--- config.mk ---
export PLATFORM = sky130hd
export DESIGN_NAME = acr_top
export DESIGN_NICKNAME = d
export VERILOG_FILES = /design/src/hw/acr_pkg.sv /design/src/hw/acr_top.sv
export SDC_FILE = /design/constraint.sdc
export NUM_CORES = 1
export LEC_CHECK = 0
export BUFFER_PORTS_ARGS = -buffer_cell sky130_fd_sc_hd__buf_2
export CAP_MARGIN = 10
export CORE_UTILIZATION = 40
export DETAILED_ROUTE_END_ITERATION = 16
export PLACE_DENSITY = 0.71
export SETUP_SLACK_MARGIN = 0.02
export SYNTH_ARGS = -nofsm -noshare
export SYNTH_HDL_FRONTEND = slang
export SYNTH_SLANG_ARGS = --single-unit
export TNS_END_PERCENT = 100
--- constraint.sdc ---
create_clock -name aclk -period 8.12 [get_ports aclk]
set_input_delay 0.406 -clock aclk [delete_from_list [all_inputs] [get_ports aclk]]
set_output_delay 0.406 -clock aclk [all_outputs]
set_load 0.03 [all_outputs]
--- src/hw/acr_pkg.sv ---
// Package of constants and types for the converter control registers
// What this block does
// - Two-bit reference code: 00 external pin, 01 analog supply, 10 reserved, 11 internal.
// - Reference and channel changes during a conversion apply only once it completes.
// - Justification bit changes the readable result at once, even mid-conversion.
// - Channel codes 0-7 single-ended inputs, 11110 bandgap, 11111 ground.
// - Codes 01000-11101 are differential pairs with gain 10x/200x or 1x.
// - Enable bit powers the converter; clearing it aborts a running conversion.
// - Writing one to start begins a conversion; free-running needs only the first.
// - First conversion after enable lasts 25 converter clocks, later ones 13.
// - Start bit reads one while converting, clears at completion; writing zero ignored.
// - With auto-trigger on, a rising edge of the chosen trigger while enabled and idle starts a conversion.
// - Completion flag sets when a conversion finishes and result registers update.
// - Completion flag clears on interrupt vector acknowledge or on writing one to it.
// - Interrupt request only when flag, local enable and global enable all set.
// - Three-bit prescaler divides system clock by 2,2,4,8,...,128.
// - Right-justified: bits 9:8 in high byte 1:0, bits 7:0 in low byte.
// - Left-justified: bits 9:2 in high byte, bits 1:0 in low byte 7:6.
// - Reading the low byte blocks result updates until the high byte is read.
// - Differential results are presented in two's-complement form.
// - Trigger source code 0 is free-running; other codes select external event flags.
// - Switching into free-running makes no trigger; cleared-to-set source switch is an edge.
// - Differential results code 0x200 most negative through 0x1ff most positive.
package acr_pkg;
  localparam logic [7:0] ACR_OFF_INPUT_SELECT = 8'h00;
  localparam logic [7:0] ACR_OFF_CONTROL_STATUS = 8'h04;
  localparam logic [7:0] ACR_OFF_RESULT_LOW = 8'h08;
  localparam logic [7:0] ACR_OFF_RESULT_HIGH = 8'h0c;
  localparam logic [7:0] ACR_OFF_TRIGGER_SELECT = 8'h10;
  localparam int ACR_ADDR_W = 8;
  localparam int ACR_REF_HI = 7;
  localparam int ACR_REF_LO = 6;
  localparam int ACR_LEFT_BIT = 5;
  localparam int ACR_CH_HI = 4;
  localparam int ACR_EN_BIT = 7;
  localparam int ACR_START_BIT = 6;
  localparam int ACR_AUTO_BIT = 5;
  localparam int ACR_FLAG_BIT = 4;
  localparam int ACR_IE_BIT = 3;
  localparam int ACR_DIV_HI = 2;
  localparam int ACR_TRIG_HI = 7;
  localparam int ACR_TRIG_LO = 5;
  localparam logic [7:0] ACR_RESET_BYTE = 8'h00;
  localparam logic [4:0] ACR_FIRST_CYCLES = 5'd25;
  localparam logic [4:0] ACR_NORMAL_CYCLES = 5'd13;
  localparam logic [2:0] ACR_TRIG_FREE = 3'h0;
  localparam logic [4:0] ACR_CH_SE_LAST = 5'h07;
  localparam logic [4:0] ACR_CH_DIFF_LAST = 5'h1d;
  localparam logic [4:0] ACR_CH_GAIN_FIRST = 5'h08;
  localparam logic [4:0] ACR_CH_GAIN_LAST = 5'h0f;
  localparam logic [4:0] ACR_CH_BANDGAP = 5'h1e;
  localparam logic [4:0] ACR_CH_GROUND = 5'h1f;
  localparam logic [1:0] AXI_OKAY = 2'b00;
  localparam logic [1:0] AXI_SLVERR = 2'b10;

  typedef enum logic [1:0] {
    ACR_REF_EXTERNAL_PIN,
    ACR_REF_ANALOG_SUPPLY,
    ACR_REF_RESERVED,
    ACR_REF_INTERNAL
  } acr_ref_t;

  typedef enum logic [1:0] {
    ACR_MODE_SINGLE_ENDED,
    ACR_MODE_DIFFERENTIAL,
    ACR_MODE_BANDGAP,
    ACR_MODE_GROUND
  } acr_input_mode_t;

  typedef enum logic [1:0] {
    ACR_GAIN_1X,
    ACR_GAIN_10X,
    ACR_GAIN_200X
  } acr_gain_t;

  // Settings handed to the analog core, latched per conversion
  typedef struct packed {
    acr_ref_t reference;
    acr_input_mode_t mode;
    acr_gain_t gain;
    logic [4:0] channel_gain_select;
  } acr_core_cfg_t;
endpackage : acr_pkg

--- src/hw/acr_top.sv ---
// Converter control registers, sequencer and AXI4-Lite slave
//
// Local design decisions: the AXI4-Lite interface to the registers and the register addresses.
`timescale 1ns/100ps
module acr_top (
  input wire logic aclk, // System clock
  input wire logic aresetn, // Synchronous reset, active low
  input wire logic [acr_pkg::ACR_ADDR_W-1:0] s_axi_awaddr, // Write address
  input wire logic [2:0] s_axi_awprot, // Unused protection
  input wire logic s_axi_awvalid, // Write address valid
  output logic s_axi_awready, // Write address ready
  input wire logic [31:0] s_axi_wdata, // Write data
  input wire logic [3:0] s_axi_wstrb, // Byte enables
  input wire logic s_axi_wvalid, // Write data valid
  output logic s_axi_wready, // Write data ready
  output logic [1:0] s_axi_bresp, // Write response
  output logic s_axi_bvalid, // Write response valid
  input wire logic s_axi_bready, // Write response ready
  input wire logic [acr_pkg::ACR_ADDR_W-1:0] s_axi_araddr, // Read address
  input wire logic [2:0] s_axi_arprot, // Unused protection
  input wire logic s_axi_arvalid, // Read address valid
  output logic s_axi_arready, // Read address ready
  output logic [31:0] s_axi_rdata, // Read data
  output logic [1:0] s_axi_rresp, // Read response
  output logic s_axi_rvalid, // Read data valid
  input wire logic s_axi_rready, // Read data ready
  input wire logic [7:1] trigger_flags, // Event flags for trigger codes 1..7
  input wire logic global_irq_enable, // Processor global interrupt enable
  input wire logic irq_vector_ack, // Pulse when the interrupt vector executes
  input wire logic [9:0] core_code, // Code from the analog core
  output logic irq_request, // Conversion complete interrupt
  output logic converter_powered, // Analog core power on
  output logic converter_clock, // Divided converter clock
  output logic core_sample, // Sample strobe to the analog core
  output logic core_capture, // Core code valid, result captured
  output acr_pkg::acr_core_cfg_t core_cfg // Latched reference and input setting
);
  import acr_pkg::*;

  typedef enum logic [1:0] {ACR_IDLE, ACR_CONVERT} acr_state_t;

  logic [7:0] input_select_q;
  logic [7:0] active_select_q;
  logic [7:0] control_q;
  logic [2:0] trigger_source_select_q;
  logic [9:0] conversion_result_q;
  logic [9:0] pending_result_q;
  logic pending_q;
  logic lock_q;
  logic first_q;
  logic [4:0] cycle_q;
  logic [6:0] div_cnt_q;
  logic conv_clk_q;
  logic trig_prev_q;
  logic [7:1] trig_s1_q;
  logic [7:1] trig_s2_q;
  logic gie_s1_q;
  logic gie_s2_q;
  logic ack_s1_q;
  logic ack_s2_q;
  logic ack_prev_q;
  acr_state_t state_q;
  logic aw_q;
  logic w_q;
  logic [ACR_ADDR_W-1:0] awaddr_q;
  logic [31:0] wdata_q;
  logic [3:0] wstrb_q;
  logic [7:0] div_limit_q;
  acr_core_cfg_t cfg_q;

  // Write decode, acted on once address and data are both held
  wire write_go = aw_q && w_q && !s_axi_bvalid;
  wire wr_byte = wstrb_q[0];
  wire [7:0] wr_data = wdata_q[7:0];
  wire wr_select = write_go && wr_byte && awaddr_q == ACR_OFF_INPUT_SELECT;
  wire wr_control = write_go && wr_byte && awaddr_q == ACR_OFF_CONTROL_STATUS;
  wire wr_trigger = write_go && wr_byte && awaddr_q == ACR_OFF_TRIGGER_SELECT;
  wire wr_mapped = awaddr_q == ACR_OFF_INPUT_SELECT || awaddr_q == ACR_OFF_CONTROL_STATUS
    || awaddr_q == ACR_OFF_TRIGGER_SELECT || awaddr_q == ACR_OFF_RESULT_LOW
    || awaddr_q == ACR_OFF_RESULT_HIGH;
  wire read_go = s_axi_arvalid && !s_axi_rvalid;
  wire rd_low = read_go && s_axi_araddr == ACR_OFF_RESULT_LOW;
  wire rd_high = read_go && s_axi_araddr == ACR_OFF_RESULT_HIGH;

  // Control bits
  wire enable = control_q[ACR_EN_BIT];
  wire busy = state_q == ACR_CONVERT;
  wire wr_enable = wr_control && wr_data[ACR_EN_BIT];
  wire wr_start = wr_control && wr_data[ACR_START_BIT];
  wire flag_clear_wr = wr_control && wr_data[ACR_FLAG_BIT];
  wire auto_on = control_q[ACR_AUTO_BIT];
  wire free_mode = trigger_source_select_q == ACR_TRIG_FREE;

  // Trigger selection; free-running returns no level so the switch makes no edge
  wire trig_level = free_mode ? 1'b0 : trig_s2_q[trigger_source_select_q];
  wire trig_edge = auto_on && trig_level && !trig_prev_q;

  // Converter clock ticks on the rising phase of the divided clock
  wire conv_tick = enable && div_cnt_q == 7'(div_limit_q - 8'd1) && !conv_clk_q;
  wire last_cycle = busy && conv_tick
    && cycle_q == 5'((first_q ? ACR_FIRST_CYCLES : ACR_NORMAL_CYCLES) - 5'd1);
  wire free_restart = last_cycle && auto_on && free_mode;
  wire launch = enable && !busy && (wr_start || trig_edge);
  wire abort = busy && !enable;

  // Result is taken on the final cycle unless the low byte lock is held and the high byte is not read in that cycle
  wire update_ok = !lock_q || rd_high;
  wire pend_commit = pending_q && !lock_q;
  wire result_write = (last_cycle && update_ok) || pend_commit;
  wire ack_pulse = ack_s2_q && !ack_prev_q;

  // Justified views built from the stored result each read
  wire left = input_select_q[ACR_LEFT_BIT];
  wire [7:0] res_low = left ? {conversion_result_q[1:0], 6'h00}
    : conversion_result_q[7:0];
  wire [7:0] res_high = left ? conversion_result_q[9:2]
    : {6'h00, conversion_result_q[9:8]};
  wire [7:0] ctrl_view = {control_q[7], busy, control_q[5:0]};
  wire rd_mapped = s_axi_araddr == ACR_OFF_INPUT_SELECT
    || s_axi_araddr == ACR_OFF_CONTROL_STATUS || s_axi_araddr == ACR_OFF_RESULT_LOW
    || s_axi_araddr == ACR_OFF_RESULT_HIGH || s_axi_araddr == ACR_OFF_TRIGGER_SELECT;
  wire [7:0] rd_byte =
    s_axi_araddr == ACR_OFF_INPUT_SELECT ? input_select_q :
    s_axi_araddr == ACR_OFF_CONTROL_STATUS ? ctrl_view :
    s_axi_araddr == ACR_OFF_RESULT_LOW ? res_low :
    s_axi_araddr == ACR_OFF_RESULT_HIGH ? res_high :
    s_axi_araddr == ACR_OFF_TRIGGER_SELECT ? {trigger_source_select_q, 5'h00} : 8'h00;

  // Decode of the latched selection for the analog core
  wire [4:0] act_ch = active_select_q[ACR_CH_HI:0];
  acr_input_mode_t mode_d;
  acr_gain_t gain_d;
  always_comb begin
    mode_d = ACR_MODE_SINGLE_ENDED;
    gain_d = ACR_GAIN_1X;
    if (act_ch == ACR_CH_BANDGAP) begin
      mode_d = ACR_MODE_BANDGAP;
    end else if (act_ch == ACR_CH_GROUND) begin
      mode_d = ACR_MODE_GROUND;
    end else if (act_ch > ACR_CH_SE_LAST && act_ch <= ACR_CH_DIFF_LAST) begin
      mode_d = ACR_MODE_DIFFERENTIAL;
      if (act_ch >= ACR_CH_GAIN_FIRST && act_ch <= ACR_CH_GAIN_LAST) begin
        gain_d = act_ch[1] ? ACR_GAIN_200X : ACR_GAIN_10X;
      end
    end
  end

  // Divisor: codes 0 and 1 give 2, then doubling to 128
  wire [2:0] div_code = control_q[ACR_DIV_HI:0];
  wire [7:0] div_limit_d = (div_code == 3'h0) ? 8'd1 : 8'(8'd1 << (div_code - 3'd1));

  // Synchronisers for pins from outside this clock's timing
  always_ff @(posedge aclk) begin
    if (!aresetn) begin
      trig_s1_q <= '0;
      trig_s2_q <= '0;
      gie_s1_q <= 1'b0;
      gie_s2_q <= 1'b0;
      ack_s1_q <= 1'b0;
      ack_s2_q <= 1'b0;
      ack_prev_q <= 1'b0;
    end else begin
      trig_s1_q <= trigger_flags;
      trig_s2_q <= trig_s1_q;
      gie_s1_q <= global_irq_enable;
      gie_s2_q <= gie_s1_q;
      ack_s1_q <= irq_vector_ack;
      ack_s2_q <= ack_s1_q;
      ack_prev_q <= ack_s2_q;
    end
  end

  // Registers written by software
  always_ff @(posedge aclk) begin
    if (!aresetn) begin
      input_select_q <= ACR_RESET_BYTE;
      trigger_source_select_q <= 3'h0;
      control_q <= ACR_RESET_BYTE;
    end else begin
      if (wr_select) input_select_q <= wr_data;
      if (wr_trigger) trigger_source_select_q <= wr_data[ACR_TRIG_HI:ACR_TRIG_LO];
      if (wr_control) begin
        control_q[ACR_EN_BIT] <= wr_data[ACR_EN_BIT];
        control_q[ACR_AUTO_BIT] <= wr_data[ACR_AUTO_BIT];
        control_q[ACR_IE_BIT] <= wr_data[ACR_IE_BIT];
        control_q[ACR_DIV_HI:0] <= wr_data[ACR_DIV_HI:0];
      end
      control_q[ACR_START_BIT] <= 1'b0;
      // Set beats clear when completion and the clear meet
      if (result_write) begin
        control_q[ACR_FLAG_BIT] <= 1'b1;
      end else if (flag_clear_wr || ack_pulse) begin
        control_q[ACR_FLAG_BIT] <= 1'b0;
      end
    end
  end

  // Conversion sequencer
  always_ff @(posedge aclk) begin
    if (!aresetn) begin
      state_q <= ACR_IDLE;
      cycle_q <= 5'd0;
      first_q <= 1'b1;
      active_select_q <= ACR_RESET_BYTE;
      trig_prev_q <= 1'b0;
    end else begin
      trig_prev_q <= trig_level;
      if (!enable) begin
        first_q <= 1'b1;
      end
      case (state_q)
        ACR_IDLE: begin
          cycle_q <= 5'd0;
          if (launch || (wr_start && wr_enable && !busy)) begin
            state_q <= ACR_CONVERT;
            active_select_q <= input_select_q;
            if (wr_enable && !enable) first_q <= 1'b1;
          end
        end
        ACR_CONVERT: begin
          if (abort) begin
            state_q <= ACR_IDLE;
          end else if (last_cycle) begin
            first_q <= 1'b0;
            cycle_q <= 5'd0;
            active_select_q <= input_select_q;
            if (!free_restart) state_q <= ACR_IDLE;
          end else if (conv_tick) begin
            cycle_q <= cycle_q + 5'd1;
          end
        end
        default: state_q <= ACR_IDLE;
      endcase
    end
  end

  // Converter clock divider, held low while disabled
  always_ff @(posedge aclk) begin
    if (!aresetn || !enable) begin
      div_cnt_q <= 7'd0;
      conv_clk_q <= 1'b0;
      div_limit_q <= 8'd1;
    end else begin
      div_limit_q <= div_limit_d;
      if (div_cnt_q >= 7'(div_limit_q - 8'd1)) begin
        div_cnt_q <= 7'd0;
        conv_clk_q <= !conv_clk_q;
      end else begin
        div_cnt_q <= div_cnt_q + 7'd1;
      end
    end
  end

  // Result capture with low-byte read lock
  always_ff @(posedge aclk) begin
    if (!aresetn) begin
      conversion_result_q <= 10'h000;
      pending_result_q <= 10'h000;
      pending_q <= 1'b0;
      lock_q <= 1'b0;
    end else begin
      if (rd_low) lock_q <= 1'b1;
      else if (rd_high) lock_q <= 1'b0;
      if (last_cycle && !update_ok) begin
        pending_result_q <= core_code;
        pending_q <= 1'b1;
      end else if (last_cycle) begin
        conversion_result_q <= core_code;
        pending_q <= 1'b0;
      end else if (pend_commit) begin
        conversion_result_q <= pending_result_q;
        pending_q <= 1'b0;
      end
    end
  end

  // Outputs to the core and interrupt
  always_ff @(posedge aclk) begin
    if (!aresetn) begin
      irq_request <= 1'b0;
      converter_powered <= 1'b0;
      converter_clock <= 1'b0;
      core_sample <= 1'b0;
      core_capture <= 1'b0;
      cfg_q <= '0;
    end else begin
      irq_request <= control_q[ACR_FLAG_BIT] && control_q[ACR_IE_BIT] && gie_s2_q;
      converter_powered <= enable;
      converter_clock <= conv_clk_q;
      core_sample <= busy && conv_tick && cycle_q == 5'd0;
      core_capture <= last_cycle;
      cfg_q <= '{reference: acr_ref_t'(active_select_q[ACR_REF_HI:ACR_REF_LO]),
                 mode: mode_d, gain: gain_d, channel_gain_select: act_ch};
    end
  end
  assign core_cfg = cfg_q;

  // AXI4-Lite slave; each channel is held until both halves of a write are in
  always_ff @(posedge aclk) begin
    if (!aresetn) begin
      aw_q <= 1'b0;
      w_q <= 1'b0;
      awaddr_q <= '0;
      wdata_q <= '0;
      wstrb_q <= '0;
      s_axi_awready <= 1'b0;
      s_axi_wready <= 1'b0;
      s_axi_bvalid <= 1'b0;
      s_axi_bresp <= AXI_OKAY;
      s_axi_arready <= 1'b0;
      s_axi_rvalid <= 1'b0;
      s_axi_rdata <= 32'h0000_0000;
      s_axi_rresp <= AXI_OKAY;
    end else begin
      s_axi_awready <= !aw_q && !s_axi_awready && s_axi_awvalid;
      s_axi_wready <= !w_q && !s_axi_wready && s_axi_wvalid;
      if (s_axi_awvalid && s_axi_awready) begin
        aw_q <= 1'b1;
        awaddr_q <= {s_axi_awaddr[ACR_ADDR_W-1:2], 2'b00};
      end
      if (s_axi_wvalid && s_axi_wready) begin
        w_q <= 1'b1;
        wdata_q <= s_axi_wdata;
        wstrb_q <= s_axi_wstrb;
      end
      if (write_go) begin
        aw_q <= 1'b0;
        w_q <= 1'b0;
        s_axi_bvalid <= 1'b1;
        s_axi_bresp <= wr_mapped ? AXI_OKAY : AXI_SLVERR;
      end else if (s_axi_bready) begin
        s_axi_bvalid <= 1'b0;
      end
      s_axi_arready <= read_go && !s_axi_arready;
      if (read_go && !s_axi_arready) begin
        s_axi_rvalid <= 1'b1;
        s_axi_rdata <= {24'h00_0000, rd_byte};
        s_axi_rresp <= rd_mapped ? AXI_OKAY : AXI_SLVERR;
      end else if (s_axi_rvalid && s_axi_rready) begin
        s_axi_rvalid <= 1'b0;
      end
    end
  end
endmodule : acr_top

==> impl_metrics.csv, run 1 <==
group,metric,value,unit
status,outcome,"completed",
sta,finalCriticalPeriod,3.50,ns
global_route,grt_start_max_net_pins,51,
placed_design,detailedPlacementHpwl,9030,um
route,detail_route.wirelength,12500,um
synthesis,synthFlopType,"dfxtp_1",
global_route,grtUsageMet3,0.0392,
placed_design,gp_routability_congestion,0.824,
setup_path,cpLargestDelayFamily,"simple AND/OR/NAND/NOR gates",
synthesis,yosysWarnings,0,
clock_network,buffer_count_from_post_cts_setup_fixing,0,
global_route,use_met1,0.228,
route,via_count,4603,
sta,grt_setup_unrepaired,"false",
die,io-pin-count,141,
min_path,hold-path-cell-count,2,
finish,stdcell_count,906,
die,fp.coreArea,14100,sq um
synthesis,synth.distinct_cells,67,
placed_design,place_inst,874,
setup_path,cp-end-kind,"flop",
global_route,most_utilized_layer_in_the_global_route_result,"met2",
global_route,antenna_found_initial,0,
sta,relSlewSlack,0.376,
finish,final_nets,813,
setup_path,cpPeakStageDelay,0.80,ns
synthesis,synth_compound_area_frac,0.157,
setup_path,timing.critical_path.arrival,3.80,ns
setup_path,cp_cell_sequence,"nor3_1, nand3_1, xor2_1, ha_1, and4_1, and4b_1, and2_1, o21ai_1, o221a_1",
setup_path,timing.reg2reg.setup_slack,4.62,ns
placed_design,place_worst_setup_slack,4.60,ns
min_path,worstHoldEndpoint,"trig_s1_q[2]",
synthesis,synth_simple_gate_area_frac,0.210,
clock_network,tritoncts,"yes",
die,die_y,123,um
setup_path,worst-r2r-cell-count,9,
clock_network,cts_hold_buf,0,
global_route,first_global_vias,4399,
clock_network,h-tree-depth,4,
route,drt_pre_antenna_iters,5,
power_and_ir_drop,design_power_total,1.62,mW
synthesis,ys_seq_area_frac,0.465,
route,post_drt_wl_per_cell,13.8,um
synthesis,synth_area,5890,sq um
clock_network,clkLatencyLatePin,0.42,ns
setup_path,worst_r2r_startpoint,"div_limit_q[2]",
sta,hold_vio_cnt_final,0,
route,avgViaCountPerCell,5.08,
power_and_ir_drop,static-leakage-power,2.84,nW
synthesis,synth-edff-count,0,
setup_path,critical_path.startpoint_type,"flop",
synthesis,synth_adder_area_share,0.0340,
finish,nFillCells,1368,
clock_network,numCtsBuffers,17,
route,number_of_design_rule_violations_left_after_detail_routing,0,
route,drtAntennaViolNets,0,
setup_path,regToRegEndpoint,"conversion_result_q[5]",
finish,layout-area-overhead-vs-synth,17.9,%
power_and_ir_drop,vdd.ir_drop.worst,0.150,mV
synthesis,synth_top_family_by_area,"simple AND/OR/NAND/NOR gates",
sta,setup_ws,4.62,ns
setup_path,critical_path_peak_fanout,27,
sta,max_freq,0.285,GHz
run,max-cap-violations,0,
min_path,hold_path.class,"input pin to flop",
sta,maxSlewViolCount,0,
synthesis,avg_synthesized_cell_area,9.17,sq um
sta,worstMarginPinSlew,0.936,ns
global_route,groute.usage.overall,0.178,
sta,final-setup-viol-count,0,
sta,final_min_period_over_clock_period,0.431,
die,die_x,123,um
setup_path,crit_path_top_delay_cell,"and2_1",
synthesis,synthesis.instances,643,
synthesis,postSynthRegisterBits,137,
synthesis,synth-async-reset-ratio,0,
global_route,grt_first_pass_wirelength,21000,um
clock_network,tritoncts_num_sinks,137,
clock_network,cts.path.max_buffers,2,
synthesis,yosys-mux-area-fraction,0.0386,
route,initialDrtViolationCount,237,
sta,fin_skew,0.0115,ns
power_and_ir_drop,cellPowerDensity,233,nW/um^2
die,initial_core_util,0.416,
die,die_area,15200,sq um
finish,drive_above_1_share,0.174,
min_path,hold_start,"trigger_flags[2]",
setup_path,timing.setup.critical_path_class,"flop to flop",
global_route,groute.layer.met2.usage,0.285,
die,core.rowCount,43,
clock_network,ctsRootBufferMaster,"clkbuf_16",
clock_network,clock_pin_slew_on_the_worst_setup_and_hold_paths,0.06,ns
global_route,globalRouteOverflowTotal,0,
clock_network,post_cts_resized,0,
setup_path,cp.buffers_inverters,0,
placed_design,io_buffer_count,79,
synthesis,xor_and_xnor_area_share_after_synthesis,0.0193,
setup_path,critPathRequiredTime,8.42,ns
finish,antenna_cells_inserted,0,
sta,fin_setup_tns,0,ns
==> through the flow <==
stage | instance area, sq um | hold slack (ns) | util
5_1_grt | 6950 | 0.190 | 0.491
2_1_floorplan | 5990 | 0.397 | -
6_report | 6950 | 0.190 | 0.491
3_3_place_gp | 6280 | 0.414 | 0.444
3_5_place_dp | 6280 | 0.418 | 0.444
4_1_cts | 6950 | 0.179 | 0.491
==> state kept, by name (all words and copies together) (netlist names), 7 cells and up <==
register             cells
trig_s1_q                7
input_select_q           8
control_q                7
conversion_result_q     10
active_select_q          7
pending_result_q        10
div_limit_q              7
s_axi_rdata              8
core_cfg                11
div_cnt_q                7
wdata_q                  8
trig_s2_q                7
==> worst max path at each step <==
stage,slack [ns],to,startpoint,depth (start not counted)
after CTS,4.60,conversion_result_q[3],div_limit_q[2],9
after floorplan,5.58,conversion_result_q[5],div_limit_q[2],12
final,4.62,conversion_result_q[5],div_limit_q[2],9
after global placement,4.66,conversion_result_q[4],div_limit_q[2],9
after detailed placement,4.60,conversion_result_q[5],div_limit_q[2],9
after global routing,4.24,conversion_result_q[3],div_limit_q[2],9
==> layout by cell type, fill, tap and decap left out, types with 5 or more instances in the layout <==
cell	n
and3_1	10
nand2_1	83
or3_1	8
o31a_1	6
mux2i_1	16
nor2_1	27
bufinv_16	6
clkbuf_16	17
a21oi_1	51
o21ai_0	14
dfxtp_1	137
ha_1	16
nand4_1	6
inv_1	25
nor2b_1	7
nor3_1	20
and2_1	27
buf_2	79
xnor2_1	6
conb_1	26
nand3_1	28
o221a_1	7
xor2_1	7
a2bb2o_1	6
a211oi_1	5
a22oi_1	7
==> cell usage after synthesis, drive strengths merged, types with 2 or more instances <==
cell | number | area, sq um
nand2 | 84 | 323
a31oi | 4 | 25.0
nor3 | 20 | 100
clkbuf | 18 | 67.6
xnor2 | 6 | 52.6
and4b | 2 | 20.0
nor3b | 4 | 30.0
a211oi | 5 | 37.5
nand2b | 3 | 18.8
nand4 | 6 | 37.5
a31o | 2 | 17.5
nand3 | 28 | 140
inv | 25 | 93.8
mux2 | 4 | 45.0
nand3b | 2 | 15.0
a221oi | 3 | 43.8
and3 | 10 | 62.6
dfxtp | 137 | 2740
a22oi | 8 | 73.8
o221a | 7 | 78.8
and2 | 27 | 169
o31a | 6 | 52.6
or3 | 9 | 61.3
xor2 | 7 | 61.3
o22ai | 2 | 12.5
nor4b | 3 | 26.3
a2bb2o | 6 | 60.1
nor2b | 7 | 43.8
and4 | 2 | 17.5
a21oi | 52 | 264
ha | 16 | 200
o21a | 4 | 30.0
nor2 | 27 | 101
o2111a | 4 | 45.0
o211ai | 4 | 30.0
or2 | 2 | 12.5
buf | 37 | 275
o21ai | 17 | 85.1
mux2i | 16 | 160
==> cell type report <==
class                      count  area, sq um  area share
inverter                      26         97.6      0.0140
timing repair buffer          81          410      0.0591
multi-input combinational    450         2800       0.404
clock buffer                  19          443      0.0638
clock inverter                13          224      0.0322
sequential                   137         2740       0.395
tap                          180          225      0.0324
==> logic make-up (layout without fill, tap and decap cells) <==
logic type,Yosys count,count (layout)
xor+xnor,13,13
compound gates,131,131
other cells,1,26
flops,137,137
simple gates,243,243
mux,21,21
buf+inv,81,139
fa+ha+maj,16,16
==> metal layers <==
metal,wire length [um],vias to the layer above
met5,0,-
met4,218,0
met3,418,20
met2,5890,98
met1,5980,2135
li1,-,2350
==> where the power goes <==
| part | internal, mW | switching, mW | total (mW) |
|---|---|---|---|
| Clock | 0.581 | 0.280 | 0.862 |
| Sequential | 0.682 | 0.00562 | 0.688 |
| Combinational | 0.0202 | 0.0501 | 0.0704 |
No activity file was read; power rests on OpenSTA's default activity.
==> run 2: changes to the inputs <==
--- a/config.mk
+++ b/config.mk
@@ -5,11 +5,12 @@
 export SDC_FILE = /design/constraint.sdc
 export NUM_CORES = 1
 export LEC_CHECK = 0
+export ABC_AREA = 1
 export BUFFER_PORTS_ARGS = -buffer_cell sky130_fd_sc_hd__buf_2
 export CAP_MARGIN = 10
 export CORE_UTILIZATION = 40
 export DETAILED_ROUTE_END_ITERATION = 16
-export PLACE_DENSITY = 0.71
+export PLACE_DENSITY = 0.74
 export SETUP_SLACK_MARGIN = 0.02
 export SYNTH_ARGS = -nofsm -noshare
 export SYNTH_HDL_FRONTEND = slang
==> constraint.sdc (replaced) <==
create_clock -name aclk -period 3.15 [get_ports aclk]
set_input_delay 0.1575 -clock aclk [delete_from_list [all_inputs] [get_ports aclk]]
set_output_delay 0.1575 -clock aclk [all_outputs]
set_load 0.03 [all_outputs]
==> impl_metrics.csv, run 2 <==
group,metric,value,unit
setup_path,regToRegEndpoint,"conversion_result_q[8]",
clock_network,ctsRootBufferMaster,"clkbuf_16",
route,via_count,5243,
finish,layout-area-overhead-vs-synth,20.6,%
route,post_drt_wl_per_cell,11.8,um
die,io-pin-count,141,
die,initial_core_util,0.409,
sta,final_min_period_over_clock_period,0.866,
finish,stdcell_count,1118,
synthesis,post_synth_most_frequent_cells,"nand2_1, dfxtp_1, nor2_1",
finish,antenna_cells_inserted,0,
global_route,globalRouteOverflowTotal,0,
route,drt_pre_antenna_iters,5,
placed_design,place_inst,1058,
sta,hold_ws,0.00582,ns
clock_network,cts.path.max_buffers,2,
setup_path,critPathCapture,"conversion_result_q[8]",
finish,final_nets,1021,
finish,layout_common_cells,"nand2_1, dfxtp_1, nor2_1",
sta,maxSlewViolCount,0,
clock_network,buffer_count_from_post_cts_setup_fixing,0,
setup_path,timing.reg2reg.setup_slack,0.42,ns
clock_network,numCtsBuffers,17,
setup_path,timing.critical_path.arrival,3.05,ns
global_route,antenna_found_initial,0,
finish,drive_above_1_share,0.138,
clock_network,tritoncts_num_sinks,137,
sta,hold_vio_cnt_final,0,
synthesis,postSynthRegisterBits,137,
synthesis,synth.distinct_cells,35,
route,initialDrtViolationCount,306,
clock_network,h-tree-depth,4,
setup_path,worst_r2r_startpoint,"div_limit_q[0]",
setup_path,timing.critical_path.from,"div_limit_q[0]",
power_and_ir_drop,cellPowerDensity,527,nW/um^2
sta,grt_setup_unrepaired,"false",
synthesis,synthesis.instances,820,
setup_path,cp-end-kind,"flop",
placed_design,gp_routability_congestion,0.886,
route,avgViaCountPerCell,4.69,
die,die_y,124,um
die,fp.coreArea,14500,sq um
synthesis,avg_synthesized_cell_area,7.25,sq um
setup_path,critical_path_peak_fanout,21,
global_route,groute.usage.overall,0.188,
clock_network,clkLatencyLatePin,0.43,ns
sta,worstMarginPinSlew,0.780,ns
global_route,first_global_vias,4877,
power_and_ir_drop,vdd.ir_drop.worst,0.383,mV
finish,stdcell_area,7170,sq um
route,drtAntennaViolNets,0,
sta,setup_ws,0.422,ns
clock_network,tritoncts,"yes",
setup_path,critical_path.startpoint_type,"flop",
synthesis,ys_seq_area_frac,0.461,
setup_path,critPathRequiredTime,3.47,ns
die,core.rowCount,44,
sta,fin_skew,0.0122,ns
global_route,grt_start_max_net_pins,54,
min_path,hold_start,"core_code[0]",
finish,number_of_flip_flops_in_the_largest_register,11,
status,outcome,"completed",
run,max-cap-violations,0,
die,die_x,124,um
synthesis,synth_area,5940,sq um
placed_design,detailedPlacementHpwl,9440,um
synthesis,cell_type_contributing_the_most_total_cell_area_after_synthesis,"dfxtp_1",
clock_network,clock_pin_slew_on_the_worst_setup_and_hold_paths,0.06,ns
finish,mostFrequentLayoutCell,"nand2_1",
global_route,grt_first_pass_wirelength,22000,um
sta,relSlewSlack,0.479,
sta,final-setup-viol-count,0,
setup_path,worst-r2r-cell-count,17,
synthesis,synth-edff-count,0,
synthesis,yosysWarnings,0,
sta,max_freq,0.367,GHz
power_and_ir_drop,static-leakage-power,3.41,nW
synthesis,synth-async-reset-ratio,0,
placed_design,detailed_place.area,6360,sq um
synthesis,synth_most_common_cell,"nand2_1",
placed_design,place_worst_setup_slack,0.437,ns
die,die_area,15400,sq um
synthesis,synth.area.top_cells,"dfxtp_1, nand2_1, nor2_1",
route,detail_route.wirelength,13200,um
route,number_of_design_rule_violations_left_after_detail_routing,0,
min_path,hold_path.class,"input pin to flop",
sta,finalCriticalPeriod,2.73,ns
placed_design,io_buffer_count,79,
sta,fin_setup_tns,0,ns
setup_path,timing.setup.critical_path_class,"flop to flop",
synthesis,synthFlopType,"dfxtp_1",
synthesis,post-synth-top-area-fraction,0.461,
==> run 2: final cells by class <==
class | count | area (sq um)
Multi-Input combinational cell | 541 | 2540
Clock buffer | 17 | 425
Fill cell | 1479 | 7370
Sequential cell | 137 | 2740
Clock inverter | 15 | 105
Inverter | 114 | 428
Timing Repair Buffer | 110 | 698
Tap cell | 184 | 230
==> run 2: kinds of logic after synthesis <==
family | after synthesis | synth area share
simple gates | 365 | 0.256
flops | 137 | 0.461
other cells | 1 | 0.000631
buf+inv | 167 | 0.127
xor+xnor | 8 | 0.0118
fa+ha+maj | 16 | 0.0337
compound gates | 126 | 0.109
==> run 2: how the worst min path moves through the flow <==
stage	endpoint	cells after the start	slack, ns
after detailed placement	trig_s1_q[5]	3	0.34
after global routing	pending_result_q[0]	3	0.02
after floorplan	ack_s1_q	2	0.26
final	pending_result_q[0]	3	0.006
after CTS	pending_result_q[0]	3	0.0009
after global placement	trig_s1_q[5]	3	0.34
==> run 2: metal layers <==
metal  GRT usage  vias up  routed length (um)
met4      0.0871        0                 323
met3      0.0472       31                 661
li1            -     2734                   -
met2       0.309      129                6150
met1       0.229     2349                6040
met5           0        -                   0
==> run 2: timing repair <==
item	CTS	global route
endpoints found under the hold margin	28	0
resized for setup	0	0
hold buffers	28	0
==> run 2: power breakdown <==
part | switching (mW) | internal (mW) | leakage (nW) | total (mW)
Clock | 0.763 | 1.00 | 0.259 | 1.76
Combinational | 0.153 | 0.0799 | 2.04 | 0.233
Sequential | 0.0184 | 1.77 | 1.11 | 1.78
Total | 0.934 | 2.84 | 3.41 | 3.78
==> run 2: through the flow <==
| step | utilization | power, mW |
|---|---|---|
| detailed placement | 0.437 | 2.03 |
| floorplan | - | 1.98 |
| global route | 0.493 | 3.92 |
| global placement | 0.437 | 2.02 |
| finish | 0.493 | 3.78 |
| CTS | 0.493 | 3.81 |
==> run 2: worst max-delay path, cell delays in order, from the launching register on <==
cell and delay, ns:
dfxtp_1 0.29, inv_1 0.09, ha_1 0.19, nand2_1 0.09, nor3_1 0.18, xnor2_1 0.10
ha_1 0.32, nand2_1 0.06, nor2_1 0.08, nand2_1 0.10, nor2_2 0.10, nand2_2 0.09
nor2_4 0.13, nand2_4 0.18, nand2_2 0.11, nand2_2 0.22, nor2_1 0.20, nor2_1 0.06
